File: config.mk
export PLATFORM = sky130hd
export DESIGN_NAME = fsfl_host
export DESIGN_NICKNAME = d
export VERILOG_FILES = /design/src/rtl/fsfl_pkg.sv /design/src/rtl/fsfl_host.sv
export SDC_FILE = /design/constraint.sdc
export NUM_CORES = 1
export LEC_CHECK = 0
export BUFFER_PORTS_ARGS = -buffer_cell sky130_fd_sc_hd__buf_2
export CAP_MARGIN = 20
export CORE_UTILIZATION = 45
export CTS_BUF_LIST = sky130_fd_sc_hd__clkbuf_4 sky130_fd_sc_hd__clkbuf_8 sky130_fd_sc_hd__clkbuf_16
export DETAILED_ROUTE_END_ITERATION = 16
export PLACE_DENSITY = 0.65
export SLEW_MARGIN = 10
export SYNTH_ARGS = -nofsm -noshare
export SYNTH_HDL_FRONTEND = slang
export SYNTH_SLANG_ARGS = --single-unit
export TNS_END_PERCENT = 1
File: constraint.sdc
create_clock -name clk -period 2 [get_ports clk]
set_input_delay 0.1 -clock clk [delete_from_list [all_inputs] [get_ports clk]]
set_output_delay 0.1 -clock clk [all_outputs]
set_load 0.05 [all_outputs]
File: src/rtl/fsfl_pkg.sv
// Package of the flash status host controller: command port map, status word fields,
// result codes and flash command codes.
// Assumes one 25 MHz clock and a synchronous active-high reset.
package fsfl_pkg;

	// ------------------------------------------------------------
	// Command port register map
	// ------------------------------------------------------------
	localparam logic [3:0] REG_CTRL   = 4'h0;
	localparam logic [3:0] REG_STATUS = 4'h1;
	localparam logic [3:0] REG_RESULT = 4'h2;

	// Control register fields.
	localparam int CTRL_OP_LSB = 0;
	localparam int CTRL_GO_BIT = 4;
	localparam int CTRL_CLR_BIT = 5;
	localparam int CTRL_AUTOCLR_BIT = 6;

	// ------------------------------------------------------------
	// Status word fields
	// ------------------------------------------------------------
	localparam int SR_IDLE_BIT   = 7;
	localparam int SR_ESUSP_BIT  = 6;
	localparam int SR_EFAIL_BIT  = 5;
	localparam int SR_PFAIL_BIT  = 4;
	localparam int SR_VFAULT_BIT = 3;
	localparam int SR_PSUSP_BIT  = 2;
	localparam int SR_PROT_BIT   = 1;
	localparam logic [7:0] SR_MEANING_MASK = 8'hFE;
	localparam logic [7:0] SR_ERROR_MASK   = 8'h3A;

	// ------------------------------------------------------------
	// Result codes
	// ------------------------------------------------------------
	localparam logic [7:0] RES_READY      = 8'h80;
	localparam logic [7:0] RES_READY_ES   = 8'hC0;
	localparam logic [7:0] RES_PSUSP      = 8'h84;
	localparam logic [7:0] RES_PSUSP_ES   = 8'hC4;
	localparam logic [7:0] RES_P_CELL     = 8'h90;
	localparam logic [7:0] RES_P_CELL_ES  = 8'hD0;
	localparam logic [7:0] RES_P_PROGRAM_ENABLE_VOLTAGE     = 8'h98;
	localparam logic [7:0] RES_P_PROT     = 8'h92;
	localparam logic [7:0] RES_SEQ        = 8'hB0;
	localparam logic [7:0] RES_SEQ_ES     = 8'hF0;
	localparam logic [7:0] RES_E_PROGRAM_ENABLE_VOLTAGE     = 8'hA8;
	localparam logic [7:0] RES_E_PROT     = 8'hA2;
	localparam logic [7:0] RES_E_CELL     = 8'hA0;

	// ------------------------------------------------------------
	// Flash command codes and operations
	// ------------------------------------------------------------
	localparam logic [7:0] FCMD_READ_STATUS = 8'h70;
	localparam logic [7:0] FCMD_CLEAR       = 8'h50;
	localparam logic [7:0] FCMD_RESUME      = 8'hD0;
	localparam logic [7:0] FCMD_SUSPEND     = 8'hB0;

	// Bus timing: a read needs 90 ns for valid data.
	localparam int READ_NS     = 90;
	localparam int CLK_NS      = 40;
	localparam int READ_CYCLES = (READ_NS + CLK_NS - 1) / CLK_NS;

	typedef enum logic [2:0] {
		FSFL_ST_IDLE  = 3'b000,
		FSFL_ST_WCMD  = 3'b001,
		FSFL_ST_RSTAT = 3'b010,
		FSFL_ST_WAIT  = 3'b011,
		FSFL_ST_DONE  = 3'b100
	} fsfl_state_t;

	typedef struct packed {
		logic [7:0] data;
		logic       we_n;
		logic       oe_n;
	} fsfl_bus_t;

endpackage

File: src/rtl/fsfl_host.sv
// Host controller that issues flash commands and polls the device status word.
// Assumes the flash data pins are driven back synchronously on flash_dq_in.
// How it works
// - Clear sticky flags before a new operation.
// - Trust suspend flag only while controller idle.
// - Mask the reserved least significant status bit.
// - Sample fail flags only after idle high.
//
// Added by the designer: the register addresses and the address-and-strobe port.
`timescale 1ns/1ps
module fsfl_host #(
	parameter int POLL_LIMIT = 1000000
) (
	input  wire logic       clk,
	input  wire logic       srst,
	input  wire logic [3:0] reg_addr,
	input  wire logic [7:0] reg_wdata,
	input  wire logic       reg_wr,
	input  wire logic       reg_rd,
	output logic      [7:0] reg_rdata,
	output logic      [7:0] flash_dq_out,
	output logic            flash_dq_oe_n,
	output logic            flash_we_n,
	output logic            flash_oe_n,
	input  wire logic [7:0] flash_dq_in,
	output logic            busy
);

	// The poll counter needs at least two cycles to tell a timeout from a first sample.
	if (POLL_LIMIT < 2) begin : g_poll_limit_check
		$error("POLL_LIMIT too small");
	end

	// ------------------------------------------------------------
	// Command port decode
	// ------------------------------------------------------------
	fsfl_pkg::fsfl_state_t state_reg, state_next;
	fsfl_pkg::fsfl_bus_t   bus_reg, bus_next;
	logic [7:0]  cmd_reg;
	logic [7:0]  status_reg;
	logic [7:0]  result_reg;
	logic        autoclr_reg;
	logic        clr_pend_reg;
	logic        timeout_reg;
	logic [1:0]  rdcnt_reg;
	logic [31:0] poll_reg;
	logic [7:0]  rdata_next;
	logic        busy_reg;

	wire wr_ctrl = reg_wr && (reg_addr == fsfl_pkg::REG_CTRL);
	wire in_idle = (state_reg == fsfl_pkg::FSFL_ST_IDLE);
	wire in_wait = (state_reg == fsfl_pkg::FSFL_ST_WAIT);
	// A command held back behind its clear still counts as busy, so orders are refused then.
	wire take_order = wr_ctrl && in_idle && !clr_pend_reg;
	wire start_op = take_order && reg_wdata[fsfl_pkg::CTRL_GO_BIT];
	wire start_clr = take_order && reg_wdata[fsfl_pkg::CTRL_CLR_BIT];

	// Mask out the reserved bit before any compare.
	wire [7:0] sample = flash_dq_in & fsfl_pkg::SR_MEANING_MASK;
	// Floating bits are meaningless while busy, only the idle bit is looked at.
	wire dev_idle = sample[fsfl_pkg::SR_IDLE_BIT];
	wire read_done = (rdcnt_reg == 2'(fsfl_pkg::READ_CYCLES));
	wire poll_out = (poll_reg == 32'(POLL_LIMIT));
	// Flags only count once the controller is idle; a suspend can still complete.
	wire take_status = in_wait && read_done && dev_idle;
	wire errors_set = |(status_reg & fsfl_pkg::SR_ERROR_MASK);
	// A stale error would make the new command look failed, so clear first.
	wire need_clear = autoclr_reg && errors_set;

	// ------------------------------------------------------------
	// Sequencer
	// ------------------------------------------------------------
	always_comb begin
		state_next = state_reg;
		bus_next = bus_reg;
		unique case (state_reg)
			fsfl_pkg::FSFL_ST_IDLE: begin
				bus_next.we_n = 1'b1;
				bus_next.oe_n = 1'b1;
				if (start_clr || (start_op && need_clear)) begin
					bus_next.data = fsfl_pkg::FCMD_CLEAR;
					bus_next.we_n = 1'b0;
					state_next = fsfl_pkg::FSFL_ST_WCMD;
				end else if (start_op || clr_pend_reg) begin
					bus_next.data = clr_pend_reg ? cmd_reg : reg_wdata;
					bus_next.we_n = 1'b0;
					state_next = fsfl_pkg::FSFL_ST_WCMD;
				end
			end
			fsfl_pkg::FSFL_ST_WCMD: begin
				bus_next.we_n = 1'b1;
				bus_next.oe_n = 1'b0;
				state_next = fsfl_pkg::FSFL_ST_RSTAT;
			end
			fsfl_pkg::FSFL_ST_RSTAT: begin
				// The status word follows the command without a separate read request.
				state_next = fsfl_pkg::FSFL_ST_WAIT;
			end
			fsfl_pkg::FSFL_ST_WAIT: begin
				if (take_status || poll_out) begin
					bus_next.oe_n = 1'b1;
					state_next = fsfl_pkg::FSFL_ST_DONE;
				end
			end
			fsfl_pkg::FSFL_ST_DONE: begin
				state_next = fsfl_pkg::FSFL_ST_IDLE;
			end
			default: begin
				state_next = fsfl_pkg::FSFL_ST_IDLE;
			end
		endcase
	end

	always_ff @(posedge clk) begin
		if (srst) begin
			state_reg <= fsfl_pkg::FSFL_ST_IDLE;
			bus_reg <= '{data: 8'h00, we_n: 1'b1, oe_n: 1'b1};
		end else begin
			state_reg <= state_next;
			bus_reg <= bus_next;
		end
	end

	// ------------------------------------------------------------
	// Command holding and poll counters
	// ------------------------------------------------------------
	always_ff @(posedge clk) begin
		if (srst) begin
			cmd_reg <= 8'h00;
			autoclr_reg <= 1'b0;
			clr_pend_reg <= 1'b0;
		end else begin
			if (take_order) begin
				autoclr_reg <= reg_wdata[fsfl_pkg::CTRL_AUTOCLR_BIT];
			end
			if (start_op) begin
				cmd_reg <= reg_wdata;
				clr_pend_reg <= need_clear && !start_clr;
			end else if (clr_pend_reg && in_idle) begin
				clr_pend_reg <= 1'b0;
			end
		end
	end

	always_ff @(posedge clk) begin
		if (srst || !in_wait) begin
			rdcnt_reg <= 2'h0;
			poll_reg <= 32'h0;
		end else begin
			rdcnt_reg <= read_done ? rdcnt_reg : rdcnt_reg + 2'h1;
			poll_reg <= poll_reg + 32'h1;
		end
	end

	// ------------------------------------------------------------
	// Captured status word and results
	// ------------------------------------------------------------
	always_ff @(posedge clk) begin
		if (srst) begin
			status_reg <= fsfl_pkg::RES_READY;
			result_reg <= 8'h00;
			timeout_reg <= 1'b0;
		end else if (in_wait && (take_status || poll_out)) begin
			timeout_reg <= !take_status;
			status_reg <= take_status ? sample : status_reg;
			// Codes 84h/C4h, 80h/C0h, 90h..F0h are kept verbatim for software.
			result_reg <= take_status ? sample : result_reg;
		end
	end

	wire [7:0] status_view = {5'h00, timeout_reg, errors_set, busy_reg};
	wire [7:0] ctrl_view = {1'b0, autoclr_reg, 6'h00};
	assign rdata_next = (reg_addr == fsfl_pkg::REG_STATUS) ? status_view
		: (reg_addr == fsfl_pkg::REG_RESULT) ? result_reg
		: (reg_addr == fsfl_pkg::REG_CTRL) ? ctrl_view
		: 8'h00;

	always_ff @(posedge clk) begin
		if (srst) begin
			reg_rdata <= 8'h00;
			busy_reg <= 1'b0;
		end else begin
			reg_rdata <= reg_rd ? rdata_next : 8'h00;
			busy_reg <= (state_next != fsfl_pkg::FSFL_ST_IDLE) || clr_pend_reg;
		end
	end

	// ------------------------------------------------------------
	// Outputs
	// ------------------------------------------------------------
	assign flash_dq_out = bus_reg.data;
	assign flash_dq_oe_n = bus_reg.we_n;
	assign flash_we_n = bus_reg.we_n;
	assign flash_oe_n = bus_reg.oe_n;
	assign busy = busy_reg;

endmodule

==> metrics list <==
- The finished cells cover 0.00410 mm^2.
* Total gr overflow: 0
* Met2 track demand over resource: 33.3%
* Wire length of the first global-routing pass: 11800 um
- The library cells used most frequently in the layout, excluding fill and tap cells, are sky130_fd_sc_hd__dfxtp_1 (74), sky130_fd_sc_hd__nor2_1 (44), sky130_fd_sc_hd__buf_2 (42).
* X dimension of the die: 89.0 um
- At the pin with the least slew margin, the transition time is 0.626 ns.
* Area of the mapped netlist: 0.00341 mm^2
- Startpoint-to-endpoint class of the critical path: in2reg
- The analysis attributes to cell leakage a power of 1.48 nW.
* Kind of start point of the critical path: input port
* Setup repair after global routing missed its margin: false
- Nets in the synthesized netlist: 410
* # rows: 31
- Type of the worst min-delay path: in2reg
* Area inside the core boundary: 0.00729 mm^2
- For the final database, setup skew stands at 0.0113 ns.
- CTS root buf: sky130_fd_sc_hd__clkbuf_8
- Final period demand of the worst path: 1.89 ns
- 0 antenna diodes ended up in the layout.
- Number of antenna violations at the first check in global routing: 0
* Number of buffers on the longest clock path: 2
* Total number of yosys warnings: 0
* Flip-flop count of the largest register after layout: 32
* Status: finished, final reports clean
- Instance area after placement: 0.00383 mm^2
* Number of failing setup endpoints in the final timing report: 0
* Met3 track demand over resource in global routing: 5.17%
* H-Tree Level Count: 3
- Yosys reg bits: 74
- Timing would allow up to 0.529 GHz.
- Clock-pin slew was measured on the worst setup and hold paths at 0.09 ns.
- Number of nets in the layout: 472
- Source-to-sink clock delay at the later pin of the worst-skew pair: 0.35 ns
- CTS saw 74 sinks.
- In this run the tightest slew margin relative to its limit is 58.2%.
- Number of endpoints with negative hold slack in the final report: 0
- Clock tree from TritonCTS: done
- Buffers inserted during post-CTS setup optimization: 0
- IO buf count: 42
* Biggest fanout along the worst timing path: 6
- In the synthesized netlist the async set-or-reset flop fraction comes to 0%.
- After detailed routing, the average wire length per cell comes to 13.5 um.
- Synth-to-Final Area Change: 20.3%
* Critical Path End Type: register
- The finished layout holds 549 standard cells, fillers aside.
- The routed layout has 3026 vias.
* Fillers: 709
- The final critical path takes up 94.5% of the cycle.
- Total wire length after detailed routing: 7430 um
- The global routing stage identified its most utilized layer as met2.
- Total global routing track utilization: 19.4%
- Detailed placement finished with a half-perimeter wire length of 5120 um.
- Prevailing post-synth register cell: sky130_fd_sc_hd__dfxtp_1
- WP data required: 2.27 ns
* Initial standard-cell utilization of the core: 46.7%
- 1st-iter DRT viols: 77
- Across the run, the number of max-cap violations was 0.
- Maximum ir drop on the vdd rail: 352 uV
- Yosys mapped the design onto 51 distinct sky130hd cell types.
- Remaining design rule violation count: 0
- Via density per instance: 5.51
- A synthesized cell averages 8.90 um^2.
- Power density over the cells: 680 mW/mm^2
* Overall die height: 89.0 um
* Post-Synthesis Cells: 383
- In the global route stage, met1 resource usage came out at 23.3%.
* Count of flip-flops with a built-in enable after synthesis: 0
- Data arrives at the worst endpoint at 2.16 ns.
- Portion of the post-synthesis area used by sequential elements: 43.5%
- For the final routed database, the setup TNS stands at 0 ns.
* First-pass DRT Iterations: 4
- Number of instances in the placed design: 525
- The count of nets left with antenna violations once routing finished came out at 0.
- The floorplan step defined a die boundary enclosing 0.00792 mm^2.
* Max-slew violation count: 0
* Largest net degree at the start of global routing: 34
- At the end of routability-driven placement, the weighted congestion stood at 0.782.
* Via count of the first global-routing pass: 2618
- Leaving out fill and tap cells, the most frequent cell in the layout is sky130_fd_sc_hd__dfxtp_1.
- In the final layout, the share of cells above drive strength 1 is 20.7%.
- IO Count: 44
- Buffers inserted during clock tree synthesis total 9.
[cell usage after synthesis (11+ instances only)]
master                     instances  area, um^2
sky130_fd_sc_hd__dfxtp_1          74        1480
sky130_fd_sc_hd__mux2i_1          16         160
sky130_fd_sc_hd__nor2_1           44         165
sky130_fd_sc_hd__or4_1            13        97.6
sky130_fd_sc_hd__clkbuf_1         16        60.1
sky130_fd_sc_hd__and2_1           14        87.6
sky130_fd_sc_hd__nand2_1          18        67.6
sky130_fd_sc_hd__nand3_1          12        60.1
sky130_fd_sc_hd__nand4_1          13        81.3
sky130_fd_sc_hd__inv_1            11        41.3
sky130_fd_sc_hd__o31ai_1          12        90.1
sky130_fd_sc_hd__o21ai_0          11        55.1
sky130_fd_sc_hd__a21oi_1          24         120
[through the flow]
stage	hold WS (ns)	total power, mW	setup slack (ns)	utilization (%)
2_1_floorplan	0.176	1.64	0.0747	-
3_3_place_gp	0.333	1.73	0.127	52.5
3_5_place_dp	0.338	1.73	0.0629	52.5
4_1_cts	0.00407	2.82	0.0643	56.1
5_1_grt	0.0114	2.90	0.0158	56.2
6_report	0.0156	2.79	0.111	56.2
[worst paths after layout]
path / from / to / slack, ns / cells after the start
worst max register to register: state_reg[2] / flash_dq_out[0] / 0.18 / 5
worst min-delay path: reg_wdata[1] / cmd_reg[1] / 0.02 / 3
worst max-delay path: reg_addr[0] / flash_dq_out[0] / 0.11 / 7
worst min register to register: result_reg[7] / reg_rdata[7] / 0.47 / 1
[where the power goes]
group,internal [mW],switching [mW]
sequential,1.48,0.00695
combinational,0.0875,0.129
clock,0.469,0.611
total,2.04,0.747
[final cells by class]
class | count | area [um^2] | share of cell area, %
Multi-Input combinational cell | 274 | 1780 | 43.4
Sequential cell | 74 | 1480 | 36.1
Timing Repair Buffer | 75 | 490 | 12.0
Clock buffer | 9 | 124 | 3.02
Tap cell | 99 | 124 | 3.02
Clock inverter | 7 | 60.1 | 1.46
Inverter | 11 | 41.3 | 1.01
[per-layer routing]
metal / up-vias / share of wire [%] / wire length (um)
met5: - / 0 / 0
met4: 0 / 1.4 / 106
met3: 10 / 4.8 / 357
met2: 64 / 47 / 3500
met1: 1418 / 47 / 3470
li1: 1534 / - / -
[logic make-up after synthesis]
logic type / count (synthesis) / share of synthesized area (%)
AND/OR/NAND/NOR: 168 / 28.4
AO/OA/AOI/OAI: 74 / 14.4
buffers and inverters: 35 / 4.59
flip-flops: 74 / 43.5
XOR/XNOR: 13 / 3.34
multiplexers: 16 / 4.70
adder cells (fa/ha/maj): 3 / 1.10
[what timing repair did]
item / in CTS / in global routing
hold buffers: 8 / 0
endpoints found under the hold margin: 8 / 0
endpoints found under the setup margin: 0 / 8
resized for setup: 0 / 2
[worst max-delay path: stages]
cell                            delay (ns)
sky130_fd_sc_hd__dlygate4sd3_1        0.53
sky130_fd_sc_hd__buf_2                0.15
sky130_fd_sc_hd__or4_1                0.62
sky130_fd_sc_hd__buf_4                0.21
sky130_fd_sc_hd__nor4b_1              0.27
sky130_fd_sc_hd__o211ai_1             0.13
sky130_fd_sc_hd__a21oi_1              0.14
(Power assumes the default switching activity.)
